`src/pwmtt_params.svh`:
```
// pwmtt_params.svh: offsets, field positions, reset values and widths
// assumes: included by bare name from the design files of the block
`ifndef PWMTT_PARAMS_SVH
`define PWMTT_PARAMS_SVH

// ****************************************************
// register map, word offsets on the register port
// ****************************************************
`define PWMTT_ADDR_W 4
`define PWMTT_OFS_PERIOD 4'h0
`define PWMTT_OFS_SEVCMP 4'h1
`define PWMTT_OFS_TRGCTL 4'h2

// ****************************************************
// reset values
// ****************************************************
`define PWMTT_RST_PERIOD 16'hFFF8
`define PWMTT_RST_SEVCMP 16'h0000
`define PWMTT_RST_TRGCTL 16'h0000

// ****************************************************
// trigger control word fields
// ****************************************************
`define PWMTT_DIV_HI 15
`define PWMTT_DIV_LO 12
`define PWMTT_RSV_HI 11
`define PWMTT_RSV_LO 6
`define PWMTT_DLY_HI 5
`define PWMTT_DLY_LO 0
`define PWMTT_TRGCTL_MASK 16'hF03F

`endif

```
`src/pwmtt_pkg.sv`:
```
// pwmtt_pkg.sv: types shared by the trigger timing block
// assumes: compiled before the design modules
package pwmtt_pkg;

  // ****************************************************
  // start-delay sequencer states, one-hot
  // ****************************************************
  typedef enum logic [2:0] {
    PWMTT_IDLE  = 3'b001,
    PWMTT_DELAY = 3'b010,
    PWMTT_RUN   = 3'b100
  } pwmtt_state_t;

endpackage : pwmtt_pkg

```
`src/pwmtt_top.sv`:
```
// pwmtt_top.sv: period, special event compare and trigger control of a pwm unit
// assumes: time base, cycle, event and enable come from pwm logic on mclk_in
//
// Decided for this implementation: the address-and-strobe port and the placing of the registers.
`timescale 1ns/100ps
`default_nettype none
`include "pwmtt_params.svh"

module pwmtt_top (
  input wire logic mclk_in,                          // module clock, 125 MHz
  input wire logic arst_n_in,                        // async reset, active low
  input wire logic [`PWMTT_ADDR_W-1:0] reg_addr_in,  // register word address
  input wire logic [15:0] reg_wdata_in,              // register write data
  input wire logic reg_wr_in,                        // write strobe
  input wire logic reg_rd_in,                        // read strobe
  output logic [15:0] reg_rdata_out,                 // read data, next cycle
  input wire logic [15:0] time_base_count_in,        // master time base count
  input wire logic cycle_boundary_in,                // pwm cycle boundary pulse
  input wire logic trigger_event_in,                 // raw trigger event pulse
  input wire logic module_enable_in,                 // pwm module enable
  output logic [15:0] master_period_value_out,       // period to the time base
  output logic special_event_out,                    // special event pulse
  output logic trigger_out                           // thinned trigger pulse
);
  import pwmtt_pkg::*;

  logic [15:0] period_r, period_nxt;
  logic [15:0] sevcmp_r, sevcmp_nxt;
  logic [15:0] trgctl_r, trgctl_nxt;
  logic [15:0] rdata_r, rdata_nxt;
  logic match_r, match_nxt;
  logic sev_r, sev_nxt;
  pwmtt_state_t trig_state;

  // decode of one register word address
  function automatic logic hit(input logic [`PWMTT_ADDR_W-1:0] a,
                               input logic [`PWMTT_ADDR_W-1:0] ofs);
    hit = (a == ofs);
  endfunction : hit

  // ****************************************************
  // register writes
  // ****************************************************
  always_comb begin
    period_nxt = period_r;
    sevcmp_nxt = sevcmp_r;
    trgctl_nxt = trgctl_r;
    if (reg_wr_in && hit(reg_addr_in, `PWMTT_OFS_PERIOD)) begin
      period_nxt = reg_wdata_in;
    end
    if (reg_wr_in && hit(reg_addr_in, `PWMTT_OFS_SEVCMP)) begin
      sevcmp_nxt = reg_wdata_in;
    end
    if (reg_wr_in && hit(reg_addr_in, `PWMTT_OFS_TRGCTL)) begin
      trgctl_nxt = reg_wdata_in & `PWMTT_TRGCTL_MASK;
    end
  end

  // ****************************************************
  // register reads, unmapped reads zero
  // ****************************************************
  always_comb begin
    rdata_nxt = 16'h0000;
    if (reg_rd_in) begin
      if (hit(reg_addr_in, `PWMTT_OFS_PERIOD)) begin
        rdata_nxt = period_r;
      end else if (hit(reg_addr_in, `PWMTT_OFS_SEVCMP)) begin
        rdata_nxt = sevcmp_r;
      end else if (hit(reg_addr_in, `PWMTT_OFS_TRGCTL)) begin
        rdata_nxt = trgctl_r & `PWMTT_TRGCTL_MASK;
      end
    end
  end

  // ****************************************************
  // special event compare
  // ****************************************************
  always_comb begin
    match_nxt = (time_base_count_in == sevcmp_r);
    // pulse only on the first clock of a match
    sev_nxt = match_nxt && !match_r;
  end

  // all registers outside the trigger sequencer
  always_ff @(posedge mclk_in or negedge arst_n_in) begin
    if (!arst_n_in) begin
      period_r <= `PWMTT_RST_PERIOD;
      sevcmp_r <= `PWMTT_RST_SEVCMP;
      trgctl_r <= `PWMTT_RST_TRGCTL;
      rdata_r <= 16'h0000;
      match_r <= 1'b0;
      sev_r <= 1'b0;
    end else begin
      period_r <= period_nxt;
      sevcmp_r <= sevcmp_nxt;
      trgctl_r <= trgctl_nxt;
      rdata_r <= rdata_nxt;
      match_r <= match_nxt;
      sev_r <= sev_nxt;
    end
  end

  // ****************************************************
  // trigger postscaler and start delay
  // ****************************************************
  pwmtt_trig u_trig (
    .mclk_in(mclk_in),
    .arst_n_in(arst_n_in),
    .enable_in(module_enable_in),
    .cycle_in(cycle_boundary_in),
    .event_in(trigger_event_in),
    .div_in(trgctl_r[`PWMTT_DIV_HI:`PWMTT_DIV_LO]),
    .dly_in(trgctl_r[`PWMTT_DLY_HI:`PWMTT_DLY_LO]),
    .state_out(trig_state),
    .trig_out(trigger_out)
  );

  // outputs straight from flip-flops
  assign reg_rdata_out = rdata_r;
  assign master_period_value_out = period_r;
  assign special_event_out = sev_r;
endmodule : pwmtt_top
`default_nettype wire

```
`src/pwmtt_trig.sv`:
```
// pwmtt_trig.sv: start delay and trigger postscaler of one generator
// assumes: all inputs come from logic on mclk_in, events are one-clock pulses
`timescale 1ns/100ps
`default_nettype none
`include "pwmtt_params.svh"

module pwmtt_trig (
  input wire logic mclk_in,                 // module clock
  input wire logic arst_n_in,               // async reset, active low
  input wire logic enable_in,               // pwm module enable level
  input wire logic cycle_in,                // pwm cycle boundary pulse
  input wire logic event_in,                // raw trigger event pulse
  input wire logic [3:0] div_in,            // trigger divide field
  input wire logic [5:0] dly_in,            // trigger start delay field
  output var pwmtt_pkg::pwmtt_state_t state_out, // sequencer state
  output logic trig_out                     // thinned trigger pulse
);
  import pwmtt_pkg::*;

  pwmtt_state_t state_r, state_nxt;
  logic [5:0] cyc_r, cyc_nxt;
  logic [3:0] evt_r, evt_nxt;
  logic trig_r, trig_nxt;

  // ****************************************************
  // next-state logic
  // ****************************************************
  always_comb begin
    state_nxt = state_r;
    cyc_nxt = cyc_r;
    evt_nxt = evt_r;
    trig_nxt = 1'b0;
    case (state_r)
      PWMTT_IDLE: begin
        cyc_nxt = 6'h00;
        evt_nxt = 4'h0;
        if (enable_in) begin
          // zero delay field starts at once
          state_nxt = (dly_in == 6'h00) ? PWMTT_RUN : PWMTT_DELAY;
        end
      end
      PWMTT_DELAY: begin
        // count pwm cycles after enable
        if (cycle_in) begin
          cyc_nxt = cyc_r + 6'h01;
          if (cyc_nxt >= dly_in) begin
            state_nxt = PWMTT_RUN;
          end
        end
      end
      PWMTT_RUN: begin
        // one output per div+1 events
        if (event_in) begin
          if (evt_r >= div_in) begin
            evt_nxt = 4'h0;
            trig_nxt = 1'b1;
          end else begin
            evt_nxt = evt_r + 4'h1;
          end
        end
      end
      default: begin
        state_nxt = PWMTT_IDLE;
      end
    endcase
    // disable wins over every next-state choice
    if (!enable_in) begin
      state_nxt = PWMTT_IDLE;
    end
  end

  // registers only
  always_ff @(posedge mclk_in or negedge arst_n_in) begin
    if (!arst_n_in) begin
      state_r <= PWMTT_IDLE;
      cyc_r <= 6'h00;
      evt_r <= 4'h0;
      trig_r <= 1'b0;
    end else begin
      state_r <= state_nxt;
      cyc_r <= cyc_nxt;
      evt_r <= evt_nxt;
      trig_r <= trig_nxt;
    end
  end

  assign state_out = state_r;
  assign trig_out = trig_r;
endmodule : pwmtt_trig
`default_nettype wire

```
`config.mk`:
```
export PLATFORM = sky130hd
export DESIGN_NAME = pwmtt_top
export DESIGN_NICKNAME = d
export VERILOG_FILES = /design/src/pwmtt_pkg.sv /design/src/pwmtt_top.sv /design/src/pwmtt_trig.sv
export VERILOG_INCLUDE_DIRS = /design/src
export SDC_FILE = /design/constraint.sdc
export NUM_CORES = 1
export LEC_CHECK = 0
export ABC_AREA = 1
export BUFFER_PORTS_ARGS = -buffer_cell sky130_fd_sc_hd__buf_2
export CAP_MARGIN = 20
export CORE_ASPECT_RATIO = 1.4
export CORE_MARGIN = 4
export CORE_UTILIZATION = 55
export DETAILED_ROUTE_END_ITERATION = 8
export PLACE_DENSITY_LB_ADDON = 0.25
export SETUP_SLACK_MARGIN = 0.5
export SLEW_MARGIN = 20
export SYNTH_ARGS = -nofsm -noshare
export SYNTH_HDL_FRONTEND = slang
export SYNTH_SLANG_ARGS = --single-unit
```
`constraint.sdc`:
```
create_clock -name mclk_in -period 2.1 [get_ports mclk_in]
set_input_delay 0.42 -clock mclk_in [delete_from_list [all_inputs] [get_ports mclk_in]]
set_output_delay 0.42 -clock mclk_in [all_outputs]
set_load 0.05 [all_outputs]
```
### Yosys cells after proc, flatten, opt, wreduce, memory -nomap -nowiden

Index checks and enable logic that the tools add are counted.

* output and inout port bits: 34
* flip-flop bits (word level): 74
* word-level logic and storage cells: 54

* muxes and demuxes: 17
* order comparisons: 2
* equal/unequal tests: 11
* add/sub/neg operators: 2
* reduce and logical (&&, ||, !) cells: 12

Operator list (count)
* $mux 16: 4
* $eq 16x16->1: 1
* $mux 3: 4
* $pmux 6 s2: 1
* $pmux 3 s3: 1
* $mux 4: 2
* $pmux 4 s2: 1
* $add 6x1->6 const B: 1
* $ge 6x6->1: 1
* $logic_not 6->1: 1
* $mux 6: 1
* $ne 2x2->1 const B: 3
* $add 4x1->4 const B: 1
* $eq 4x1->1 const B: 1
* $eq 4x2->1 const B: 1
* $ge 4x4->1: 1
* $logic_and 1x1->1: 4
* $logic_not 4->1: 1
* $reduce_and 2->1: 2
* $reduce_bool 2->1: 2
* $eq 3x1->1 const B: 1
* $eq 3x2->1 const B: 1
* $eq 3x3->1 const B: 1
* $mux 1: 3
* other kinds (4): 4

### Depth between registers and ports, before layout

* word-level depth: 6
* mapped depth: 13
* depth with buffers taken out: 13

### Cells and area by module

Synthesis repeated with hierarchy kept, for this count alone.

* cells, all modules: 475
* area, all modules: 3819.9 sq um

By module, submodules not included
* pwmtt_top: area each 2786.4 sq um, instances 1, cells each 337
* pwmtt_trig: area each 1033.5 sq um, instances 1, cells each 138

### Least setup slack after synthesis

OpenSTA, ideal clock, no wires.

* kind: register to register
* start: reg u_trig.cyc_r[0]
* end: reg u_trig.state_r[1] (netlist: u_trig.state_out[1])
* path slack: 0.369 ns
* data arrival time: 1.613 ns
* path buffers: 0
* required time: 1.983 ns
* cell stages (with the launch flop): 13
* setup time: 0.117 ns
* cells stage by stage: dfrtp_1 > ha_1 > nand3_1 > xor2_1 > inv_1 > ha_1 > nand2_1 > a21oi_1 > nor2_1 > nand2_1 > nand2_1 > nand3_1 > nand2_1

* cells in the longest elaborated chain, start to end: 4

Ends and longest elaborated chain
* start, declared: RTL line pwmtt_trig.sv:21 `logic [5:0] cyc_r, cyc_nxt;`
* start signal, assigned: RTL line pwmtt_trig.sv:81 `cyc_r <= cyc_nxt;`
* $add 6x1->6: RTL line pwmtt_trig.sv:45 `cyc_nxt = cyc_r + 6'h01;`
* $ge 6x6->1: RTL line pwmtt_trig.sv:46 `if (cyc_nxt >= dly_in) begin`
* $ne 3x2->1 (no source line)
* $reduce_and 3->1 (no source line)
* end signal, assigned: RTL line pwmtt_trig.sv:80 `state_r <= state_nxt;`
* end, declared: RTL line pwmtt_trig.sv:20 `pwmtt_state_t state_r, state_nxt;`

Every way passes these cells.
A chain may end at the register's enable or synchronous reset.

### Worst setup path in the final report

* start: reg u_trig.cyc_r[1]
* end: reg u_trig.state_r[1] (netlist: u_trig.state_out[1])

The elaborated chain is that of the path after synthesis.

==> reports/metrics.yaml <==
status: "finished, final reports clean"
yosys_warnings: 0
fmaxAchievable_mhz: 531
clkLatencyLatePin_ps: 340
synth_nets: 471
viasPerCell: 4.96
crit_required_ps: 2330
cts_root_buf: "clkbuf_8"
synth_edf_count: 0
rsz0062_at_grt: "yes"
r2r-start: "u_trig.cyc_r[1]"
slew_headroom_pct: 66.2
fin_skew_ps: 7.76
dp.final_hpwl_um: 6120
cp-end-kind: "register"
drc: 0
synth_cell_type_count: 33
sw_frac_of_total_pct: 36.5
pin_count: 77
drtIter0Drc: 91
drt_wl_total_um: 8280
final_common_cell: "nand2_1"
finalSetupViolations: 0
port_buffers: 76
core_area_um2: 6660
synth_seq_cells: 74
dr.pass1.iters: 4
die_y_um: 107
p_clk_share_pct: 26.2
synthFlopType: "dfrtp_1"
start_util_pct: 57.4
drive_above_1_share_pct: 36.8
critPathLaunchType: "register"
cts_hold_buf: 0
nFillCells: 545
crit_arrival_ps: 2110
fin_nets: 556
grt_pass1_wl_um: 14000
place_worst_setup_slack_ps: 222
netlist_area_um2: 3820
place_congestion: 0.870
crit_path_end: "u_trig.state_out[1]"
finalNonFillerCells: 598
dpl_cell_area_um2: 4240
p_int_mw: 2.63
clk_pin_slew_ps: 70
antenna_cells: 0
die-area_um2: 8370
vias: 2969
tns_ps: 0
final_hold_viol_count: 0
comb_power_share_pct: 28.5
grt_pass1_vias: 3085
min_path_type: "in2async"
grt_max_degree: 35
synthArstFlopShare_pct: 100
avgRoutedWirePerCell_um: 13.8
critPathMaxFanout: 3
r2r_slack_ps: 220
cap_violations: 0
dp_cells: 576
final_cell_mix: "nand2_1 (105), buf_2 (64), dfrtp_1 (60)"
postSynthCellCount: 416
clock_path_buffers: 2
ir_drop_mv: 0.547
fin_crit_ps: 1880
path_class: "reg2reg"
worstReg2RegEnd: "u_trig.state_out[1]"
area_growth_pct: 19.1
tritoncts_num_sinks: 74
finalWorstSetupSlack_ps: 218
final_cell_area_um2: 4550
pwr-share-seq_pct: 45.3
grt_usage_pct: 21.3
power_density_nw_per_um2: 910
power.static_leakage_nw: 2.45
final_core_util_pct: 68.4
switchingPower_mw: 1.51
r2r_cells: 13
synth_area_per_cell_um2: 9.19
slew_viol_final: 0
htreeDepth: 3
drtAntennaViolNets: 0
grt_remaining_overflow: 0
cts_buffers: 9
antenna_found_initial: 0
worstSetupStartpoint: "u_trig.cyc_r[1]"
seq_area_frac_synth_pct: 48.9
num_rows: 35
tightest_slew_ps: 507
cts_tree: "yes"
die_w_um: 78.5
timing.final.crit_share_pct: 89.6
## how the worst min path moves through the flow
stage / from / endpoint / slack [ps]
floorplan: arst_n_in / master_period_value_out[0] / 120
global placement: match_r / special_event_out / 390
detailed placement: match_r / special_event_out / 390
CTS: arst_n_in / reg_rdata_out[2] / 50
global route: arst_n_in / u_trig.evt_r[0] / 70
finish: arst_n_in / reg_rdata_out[2] / 40
## stage by stage
step / total power [mW] / hold WS (ps)
floorplan: 2.70 / 124
global placement: 2.98 / 387
detailed placement: 3.02 / 391
CTS: 4.13 / 51.0
global route: 4.40 / 69.6
finish: 4.14 / 43.2
## cell families after synthesis
group / after synthesis / synth area share, %
buf+inv: 70 / 8.94
xor+xnor: 20 / 4.58
fa+ha+maj: 12 / 3.93
flops: 74 / 48.9
compound gates: 74 / 13.9
simple gates: 166 / 19.8
## critical path: stages, from the launching register on
cell	delay (ps)
dfrtp_1	400
nand3_2	130
nor2_2	110
nand2_1	60
xor2_1	190
inv_1	110
ha_4	280
nand2_1	70
nor2_1	100
nand2_1	60
nand2_1	80
nand2_2	70
nand3_2	70
nand2_2	40
## cell type report
class / instances / area [um^2] / area share [%]
Sequential cell: 74 / 1870 / 41.1
Multi-Input combinational cell: 272 / 1660 / 36.5
Timing Repair Buffer: 85 / 490 / 10.8
Inverter: 59 / 224 / 4.92
Clock buffer: 10 / 128 / 2.80
Tap cell: 92 / 115 / 2.53
Clock inverter: 6 / 66.3 / 1.46
## power groups by stage
| stage | sequential, mW | combinational (mW) | clock (mW) |
|---|---|---|---|
| 2_1_floorplan | 2.12 | 0.580 | 0 |
| 3_3_place_gp | 1.89 | 1.09 | 0 |
| 3_5_place_dp | 1.90 | 1.12 | 0 |
| 4_1_cts | 1.87 | 1.15 | 1.11 |
| 5_1_grt | 1.91 | 1.32 | 1.17 |
| 6_report | 1.88 | 1.18 | 1.09 |
## routing by layer
layer  routed length [um]  global-route usage (%)
met2                 4300                    36.6
met5                    0                       0
met3                  375                    5.13
met1                 3430                    25.7
met4                  185                    8.25
## what timing repair did
action	in CTS	in global routing
buffers inserted	2	4
pin swaps	0	7
resized for setup	4	20
setup endpoints to repair	6	12
## registers in the layout (all words and copies together), names as in the netlist
register,flops
match_r,1
u_trig.trig_out,1
u_trig.evt_r,4
u_trig.cyc_r,6
sevcmp_r,16
special_event_out,1
reg_rdata_out,16
trgctl_r,10
master_period_value_out,16
u_trig.state_out,3
## cell usage after synthesis (2+ instances only)
master / count / area (um^2)
nor2_1: 21 / 78.8
nand3_1: 12 / 60.1
o22ai_1: 3 / 18.8
a21oi_1: 11 / 55.1
inv_1: 54 / 203
xor2_1: 19 / 166
o21ai_2: 32 / 280
o211ai_2: 2 / 25.0
nand4_1: 4 / 25.0
o211ai_1: 6 / 45.0
nand2_4: 3 / 33.8
ha_1: 12 / 150
dfstp_2: 14 / 368
dfrtp_1: 60 / 1500
buf_6: 8 / 90.1
inv_2: 4 / 15.0
nand2_2: 13 / 81.3
o21ai_0: 8 / 40.0
nand2_1: 107 / 402
o21ai_1: 10 / 50.1
(Power assumes the default switching activity.)
